**config.mk**
```make
export PLATFORM = sky130hd
export DESIGN_NAME = ptr_table_read
export DESIGN_NICKNAME = d
export VERILOG_FILES = /design/src/common/ptr_pkg.sv /design/src/common/ptr_mem_if.sv /design/src/ptr_table_read.sv /design/src/ptr_byte_sel.sv
export VERILOG_INCLUDE_DIRS = /design/src /design/src/common
export SDC_FILE = /design/constraint.sdc
export NUM_CORES = 1
export LEC_CHECK = 0
export ABC_AREA = 1
export ABC_CLOCK_PERIOD_IN_PS = 2200
export BUFFER_PORTS_ARGS = -buffer_cell sky130_fd_sc_hd__buf_2
export CORE_ASPECT_RATIO = 1.2
export CORE_MARGIN = 1.5
export CORE_UTILIZATION = 50
export CTS_CLUSTER_DIAMETER = 50
export CTS_CLUSTER_SIZE = 28
export DETAILED_ROUTE_END_ITERATION = 7
export GPL_TIMING_DRIVEN = 0
export PLACE_DENSITY = 0.87
export SLEW_MARGIN = 20
export SYNTH_ARGS = -nofsm -noshare
export SYNTH_HDL_FRONTEND = slang
export SYNTH_HIERARCHICAL = 1
export SYNTH_SLANG_ARGS = --single-unit
```
**constraint.sdc**
```tcl
create_clock -name clk -period 2.2 [get_ports clk]
set_clock_uncertainty 0.15 [all_clocks]
set_input_delay 0.22 -clock clk [delete_from_list [all_inputs] [get_ports clk]]
set_output_delay 0.22 -clock clk [all_outputs]
set_load 0.05 [all_outputs]
```
**src/common/ptr_params.svh**
```systemverilog
// Constants for the program memory table-read block
// Functional notes
// RULE1: A table read fetches program memory data so the core can move it into data RAM.
// RULE2: Each table read moves exactly one byte, never a whole word.
// RULE3: The table pointer holds a byte address in program space, not a word address.
// RULE4: A table read loads the byte addressed by the pointer into the table latch.
// RULE5: The pointer may step automatically as part of a table read, ready for the next one.
// RULE6: Program memory is an array of words; two consecutive byte addresses share one word.
// RULE7: The pointer's least significant bit picks the high or low byte of the word.
// RULE8: The post-increment read first fills the latch, then advances the pointer by one byte.
// RULE9: Software loads the upper, high and low pointer bytes before the first read of a word.
// RULE10: The latch keeps its byte until the next table read completes.
`ifndef PTR_PARAMS_SVH
`define PTR_PARAMS_SVH
`define PTR_PTR_W 21
`define PTR_WADDR_W 20
`define PTR_WORD_W 16
`define PTR_BYTE_W 8
`define PTR_UPPER_W 5
`define PTR_UPPER_LSB 16
`define PTR_HIGH_LSB 8
`define PTR_PTR_RST 21'h000000
`define PTR_LAT_RST 8'h00
`define PTR_PTR_STEP 21'h000001
`define PTR_WORD_RST 16'h0000
`endif

```
**src/common/ptr_pkg.sv**
```systemverilog
// Types for the program memory table-read block
`include "ptr_params.svh"
package ptr_pkg;
   typedef logic [`PTR_PTR_W-1:0] ptr_addr_t;
   typedef logic [`PTR_WADDR_W-1:0] ptr_waddr_t;
   typedef logic [`PTR_WORD_W-1:0] ptr_word_t;
   typedef logic [`PTR_BYTE_W-1:0] ptr_byte_t;
   typedef enum logic [1:0] {PTR_IDLE, PTR_FETCH, PTR_DONE} ptr_state_e;
endpackage : ptr_pkg

```
**src/common/ptr_mem_if.sv**
```systemverilog
// Word fetch bundle between the sequencer and byte selector
`timescale 1ns/1ps
interface ptr_mem_if;
   import ptr_pkg::*;
   ptr_word_t word;
   logic sel_high;
   logic take;
   modport seq (output word, output sel_high, output take);
   modport sel (input word, input sel_high, input take);
endinterface : ptr_mem_if

```
**src/ptr_table_read.sv**
```systemverilog
// Table-read sequencer: byte pointer, program memory fetch, latch
`timescale 1ns/1ps
`include "ptr_params.svh"
module ptr_table_read (
   input wire logic clk,
   input wire logic nrst,
   input wire logic table_read_instr,
   input wire logic table_read_post_inc,
   input wire logic ptr_upper_wr,
   input wire logic ptr_high_wr,
   input wire logic ptr_low_wr,
   input wire logic [`PTR_BYTE_W-1:0] ptr_wr_data,
   output logic [`PTR_WADDR_W-1:0] pm_word_addr,
   output logic pm_rd,
   input wire logic [`PTR_WORD_W-1:0] pm_rd_data,
   output logic [`PTR_PTR_W-1:0] table_byte_pointer,
   output logic [`PTR_BYTE_W-1:0] table_latch,
   output logic busy,
   output logic done
);
   import ptr_pkg::*;
   ptr_state_e state_q;
   ptr_addr_t ptr_q;
   logic inc_q;
   logic rd_q;
   logic done_q;
   logic busy_q;
   ptr_byte_t latch_w;
   ptr_mem_if mif ();

   // Two-cycle read: fetch strobe and word capture in PTR_FETCH, then the done pulse in PTR_DONE
   always_ff @(posedge clk or negedge nrst) begin
      if (!nrst) begin
         state_q <= PTR_IDLE;
         inc_q <= 1'b0;
      end else begin
         unique case (state_q)
            PTR_IDLE: begin
               if (table_read_instr || table_read_post_inc) begin
                  state_q <= PTR_FETCH; // [RULE1]
                  inc_q <= table_read_post_inc;
               end
            end
            PTR_FETCH: state_q <= PTR_DONE;
            PTR_DONE: state_q <= PTR_IDLE;
         endcase
      end
   end

   // Pointer: software loads bytes while idle; step lands on the same edge as the latch fill
   always_ff @(posedge clk or negedge nrst) begin
      if (!nrst) begin
         ptr_q <= `PTR_PTR_RST;
      end else if (state_q == PTR_FETCH && inc_q) begin
         ptr_q <= ptr_addr_t'(ptr_q + `PTR_PTR_STEP); // Latch takes old byte this edge [RULE5] [RULE8]
      end else if (state_q == PTR_IDLE) begin
         // Software sets the base byte address before reading [RULE3]
         if (ptr_upper_wr) ptr_q[`PTR_PTR_W-1:`PTR_UPPER_LSB] <= ptr_wr_data[`PTR_UPPER_W-1:0];
         if (ptr_high_wr) ptr_q[`PTR_UPPER_LSB-1:`PTR_HIGH_LSB] <= ptr_wr_data;
         if (ptr_low_wr) ptr_q[`PTR_HIGH_LSB-1:0] <= ptr_wr_data;
      end
   end

   // Read strobe and completion pulse, registered for clean outputs
   always_ff @(posedge clk or negedge nrst) begin
      if (!nrst) begin
         rd_q <= 1'b0;
         done_q <= 1'b0;
         busy_q <= 1'b0;
      end else begin
         rd_q <= (state_q == PTR_IDLE) && (table_read_instr || table_read_post_inc);
         done_q <= (state_q == PTR_FETCH);
         // Busy mirrors the next state, so the pin comes from a flop
         busy_q <= (state_q == PTR_IDLE) ? (table_read_instr || table_read_post_inc) : (state_q == PTR_FETCH);
      end
   end

   // Word address drops bit 0: a byte pair shares one word [RULE6]
   assign pm_word_addr = ptr_q[`PTR_PTR_W-1:1];
   assign pm_rd = rd_q;
   assign mif.word = pm_rd_data;
   assign mif.sel_high = ptr_q[0];
   assign mif.take = (state_q == PTR_FETCH);

   ptr_byte_sel u_sel (
      .clk(clk),
      .nrst(nrst),
      .mif(mif),
      .latch_q(latch_w)
   );

   assign table_byte_pointer = ptr_q;
   assign table_latch = latch_w;
   assign busy = busy_q;
   assign done = done_q;
endmodule : ptr_table_read

```
**src/ptr_byte_sel.sv**
```systemverilog
// Byte selector and table latch
`timescale 1ns/1ps
`include "ptr_params.svh"
module ptr_byte_sel (
   input wire logic clk,
   input wire logic nrst,
   ptr_mem_if.sel mif,
   output ptr_pkg::ptr_byte_t latch_q
);
   import ptr_pkg::*;
   ptr_byte_t latch_d;

   // Only one byte of the word ever reaches the latch
   always_comb begin
      latch_d = latch_q; // Hold between reads [RULE10]
      if (mif.take) begin
         latch_d = mif.sel_high ? mif.word[`PTR_WORD_W-1:`PTR_BYTE_W] : mif.word[`PTR_BYTE_W-1:0]; // [RULE7] [RULE2]
      end
   end

   // Latch register
   always_ff @(posedge clk or negedge nrst) begin
      if (!nrst) begin
         latch_q <= `PTR_LAT_RST;
      end else begin
         latch_q <= latch_d; // [RULE4]
      end
   end
endmodule : ptr_byte_sel

```
* Word level (Yosys, flattened, before mapping)
Index checks and enable logic that the tools add are counted.
** Operators by class
- Add/sub/neg operators :: 1
- Equality and inequality tests :: 3
- Mux-type cells :: 9
- Reduce and logical (&&, ||, !) cells :: 12
** Operator list (number)
- 2-to-1 mux 21 bit :: 2
- 2-to-1 mux 8 bit :: 3
- adder 21 x 1 -> 21 bit, second input constant :: 1
- AND reduction 2 bit :: 4
- nonzero test 2 bit :: 4
- case mux 2 bit (3 select lines) :: 1
- 2-to-1 mux 5 bit :: 1
- == test 2 x 1 -> 1 bit, second input constant :: 1
- == test 2 bit, second input constant :: 1
- logical AND 1 bit :: 2
- zero test 2 bit :: 1
- 2-to-1 mux 2 bit :: 1
- != test 2 x 1 -> 1 bit, second input constant :: 1
- logical OR 1 bit :: 1
- 2-to-1 mux 1 bit :: 1
** Word-level totals
- Register bits :: 35
- Bits of input ports :: 31

* Depth between registers and ports, before layout
- Depth in word-level cells :: 4
- Depth in mapped cells :: 11
- Gate-level depth less buffers :: 11

* By module
Netlist, hierarchy kept.
** By module, submodules not included
- ptr_table_read :: instances 1, cells an instance 272, area each 1908.1 µm², seq. area each 675.6 µm²
- ptr_byte_sel :: instances 1, cells an instance 68, area each 459.2 µm², seq. area each 200.2 µm²

* Least setup slack after synthesis
No wires, ideal clock.
- Path kind :: register to register
- From :: reg ptr_q[0], in the netlist table_byte_pointer[0]
- To :: reg ptr_q[14], in the netlist table_byte_pointer[14]
- Setup time :: 113 ps
- Arrival time :: 1682 ps
- Data required time :: 1937 ps
- Slack :: 255 ps
- Cell stages (with the launch flop) :: 11
- Buffers on the path :: 0
- Period minus slack after synthesis :: 1945 ps
- Cells stage by stage :: dfrtp_1 > ha_1 > nand3_1 > inv_2 > nand2_4 > nor2_4 > nand3_1 > nand2_1 > nand2_1 > nand2_1 > inv_1
** Between the ends
- Word-level cells in the longest chain between the ends :: 2
** Ends and longest elaborated chain
- start: declaration :: RTL line ptr_table_read.sv:23 : ptr_addr_t ptr_q;
- start signal: assignment :: RTL line ptr_table_read.sv:53 : ptr_q <= `PTR_PTR_RST;
- start signal: assignment :: RTL line ptr_table_read.sv:55 : ptr_q <= ptr_addr_t'(ptr_q + `PTR_PTR_STEP);
- start signal: indexed assignment :: RTL line ptr_table_read.sv:58 : if (ptr_upper_wr) ptr_q[`PTR_PTR_W-1:`PTR_UPPER_LSB] <= ptr_wr_data[`PTR_UPPER_W-1:0];
- adder 21 x 1 -> 21 bit (no line)
- 2-to-1 mux 21 bit :: RTL line ptr_table_read.sv:54 : end else if (state_q == PTR_FETCH && inc_q) begin
No other way between the ends.
A chain may end at the register's enable or synchronous reset.

* Final worst setup path
- From :: reg state_q[1]
- To :: reg ptr_q[16], in the netlist table_byte_pointer[16]
** Between the ends
- Word-level cells in the longest chain between the ends :: 4
- Elaborated cells between the ends (all ways) :: 7
- Those cells by class :: eq/ne (1); mux (1); reduce/logical (5)
** Ends and longest elaborated chain
- start: declaration :: RTL line ptr_table_read.sv:22 : ptr_state_e state_q;
- start signal: assignment :: RTL line ptr_table_read.sv:34 : state_q <= PTR_IDLE;
- start signal: assignment :: RTL line ptr_table_read.sv:40 : state_q <= PTR_FETCH;
- start signal: assignment :: RTL line ptr_table_read.sv:44 : PTR_FETCH: state_q <= PTR_DONE;
- == test 2 x 1 -> 1 bit (*)
- named net mif.take :: RTL line ptr_mem_if.sv:7 : logic take;
- logical AND 1 bit (*) :: RTL line ptr_table_read.sv:54
- nonzero test 2 bit (no line)
- AND reduction 2 bit (no line)
The timed path passes the listed nets; every way through them passes the cells marked *.

==> flow_metrics.tcl <==
set metrics [dict create \
    outcome "complete, no violations" \
    r2r_cells 10 \
    critPathLaunchType "flop" \
    cts_tree "built" \
    layout_min_cycle_time_ns 1.94 \
    portBuffers 82 \
    boundaryPins 83 \
    cp_top_family "simple AND/OR/NAND/NOR gates" \
    hold_class "input port to flop" \
    clk_path_buf_depth 2 \
    fillerInstances 407 \
    grt_max_degree 36 \
    drc_errors 0 \
    grt_first_pass_wirelength_microns 10100 \
    worstHoldPathCells 2 \
    grt_use_total 0.251 \
    core_region_area_sq_um 4560 \
    critPathKind "flop to flop" \
    h-tree-depth 2 \
    slew-limit-headroom 0.469 \
    end_kind "flop" \
    drv_cap 0 \
    drive_gt1_frac 0.333 \
    viasPerCell 4.99 \
    postCtsHoldBufs 1 \
    rows 27 \
    synth_fp_nets 375 \
    die_width_microns 65.8 \
    netlist_area_sq_um 2370 \
    vias 2434 \
    ys_seq_area_frac 0.370 \
    rsz0062_at_grt "no" \
    tightestPinTransition_ns 0.797 \
    syn_inst 340 \
    top_layer "met4" \
    hpwl_microns 4540 \
    crit_slowest_cell "dfrtp_1" \
    timing.rr.start "state_q[1]$_DFFE_PN0P_" \
    crit_path_cell_trace "inv_1, ha_1, nand2_1, buf_2, nand2_1, inv_1, nor2_1, nand2_1, nand2_1, inv_1" \
    drtPass1Iterations 7 \
    wl_met3_microns 416 \
    antenna_cells 0 \
    crit_buf_inv 4 \
    die_y_microns 78.4 \
    fmax_mhz 515 \
    wl_met1_microns 2490 \
    worst_ep_required_time_ns 2.24 \
    grt_pass1_vias 2278 \
    avgRoutedWirePerCell_microns 12.2 \
    crit_top_cell "nand2_1" \
    r2r_setup_slack_ns 0.26 \
    drt_iter0_drc 200 \
    timing.rr.end "table_byte_pointer[16]$_DFFE_PN0P_" \
    synth.avg_cell_area_sq_um 6.96 \
    synth_seq_cells 35 \
    hp-start "table_read_post_inc" \
    cts_resized 0 \
    cts_root_buffer "clkbuf_8" \
    grt_remaining_overflow 0 \
    die-area_sq_um 5160 \
    tns_ns 0 \
    yosys_warnings 6 \
    slowest_delay_ns 0.36 \
    wl_microns 5950 \
    area_growth_pct 25.3 \
    crit_fanout 10 \
    hold_violations 0 \
    nets 465 \
    min_period_over_period 0.883 \
    postCtsSetupBuffers 0 \
    clkTransAtPathRegs_ns 0.07 \
    start_util 0.519 \
    clock-sinks 35 \
    synth_cell_types 29 \
    worstPathArrival_ns 1.98 \
    postRouteAntennaNets 0 \
    setup_viol 0 \
    insertion_delay_ns 0.29 \
    wl_met2_microns 2900 \
    antenna_found_initial 0 \
    gp_congestion 0.853 \
    slew_viol_final 0 \
    cts_made_buffers 5 \
    min_to "inc_q$_DFFE_PN0P_" \
]
worst reg2reg max path: cells and delay by family, from the launching register on:
family	cells	cell delay, ns
and+or+nand+nor	5	0.61
buffers and inverters	4	0.49
DFF	1	0.36
adders and majority gates	1	0.24
worst max path at each step:
stage	start	to	slack, ns	depth (start not counted)
finish	state_q[1]$_DFFE_PN0P_	table_byte_pointer[16]$_DFFE_PN0P_	0.26	10
global route	state_q[1]$_DFFE_PN0P_	table_byte_pointer[16]$_DFFE_PN0P_	0.05	10
CTS	state_q[1]$_DFFE_PN0P_	table_byte_pointer[16]$_DFFE_PN0P_	0.26	10
detailed placement	state_q[1]$_DFFE_PN0P_	table_byte_pointer[16]$_DFFE_PN0P_	0.29	10
global placement	state_q[1]$_DFFE_PN0P_	table_byte_pointer[16]$_DFFE_PN0P_	0.31	10
floorplan	table_byte_pointer[0]$_DFFE_PN0P_	table_byte_pointer[14]$_DFFE_PN0P_	0.26	10
flip-flops by register name, summed over array words and instances, names as in the netlist:
signal	cells
pm_rd	1
inc_q	1
state_q	2
busy	1
done	1
u_sel/latch_q	8
table_byte_pointer	21
cell usage after synthesis, drive strengths merged:
cell | instances | area, sq um
a21oi | 12 | 63.8
clkbuf | 1 | 3.75
nand3 | 24 | 120
dfrtp | 35 | 876
nand2 | 113 | 457
mux2 | 1 | 11.3
nor2 | 34 | 163
o211ai | 6 | 45.0
o21ai | 20 | 104
buf | 25 | 184
o221ai | 1 | 8.76
nor3 | 4 | 20.0
xor2 | 3 | 26.3
inv | 52 | 200
xnor2 | 1 | 8.76
nand4 | 3 | 18.8
a21o | 1 | 7.51
ha | 4 | 50.1
layout by cell type (no fill, tap or decap), drive strengths merged:
| master | count |
|---|---|
| ha | 4 |
| mux2 | 1 |
| xnor2 | 1 |
| bufinv | 1 |
| a21o | 1 |
| a21oi | 12 |
| nand4 | 3 |
| nor2 | 34 |
| clkinvlp | 1 |
| clkbuf | 6 |
| buf | 107 |
| dlygate4sd3 | 1 |
| nor3 | 4 |
| xor2 | 3 |
| inv | 52 |
| nand3 | 24 |
| nand2 | 113 |
| dfrtp | 35 |
| o211ai | 6 |
| o221ai | 1 |
| o21ai | 20 |
layout make-up:
type / instances / area [sq um] / area share
multi-input combinational: 227 / 1100 / 0.372
sequential: 35 / 876 / 0.295
timing repair buffer: 83 / 420 / 0.142
inverter: 52 / 200 / 0.0675
buffer: 26 / 188 / 0.0633
tap: 58 / 72.6 / 0.0245
clock buffer: 5 / 68.8 / 0.0232
clock inverter: 2 / 37.5 / 0.0127
cells by family (layout without fill, tap and decap cells):
group,Yosys count,in the layout,synth area share
buf+inv,78,168,0.164
simple gates,178,178,0.329
mux,1,1,0.00476
flops,35,35,0.370
xor+xnor,4,4,0.0148
compound gates,40,40,0.0967
fa+ha+maj,4,4,0.0211
metrics by stage:
step | std cells | area (sq um) | util | hold slack [ns] | setup slack [ns]
5_1_grt | 488 | 2970 | 0.650 | 0.0461 | 0.0461
4_1_cts | 488 | 2970 | 0.650 | 0.0417 | 0.264
6_report | 488 | 2970 | 0.650 | 0.0432 | 0.257
3_3_place_gp | 480 | 2850 | 0.625 | 0.186 | 0.310
3_5_place_dp | 480 | 2850 | 0.625 | 0.195 | 0.288
2_1_floorplan | 340 | 2370 | - | -0.226 | 0.255
metal layers:
metal	global-route usage	vias up
met1	0.312	1093
met5	0	-
li1	-	1218
met3	0.0501	15
met2	0.419	108
met4	0.104	0
Power is left out: the tool's default activity adds up to more than one toggle a clock period on the data nets, which glitch-free logic cannot reach.
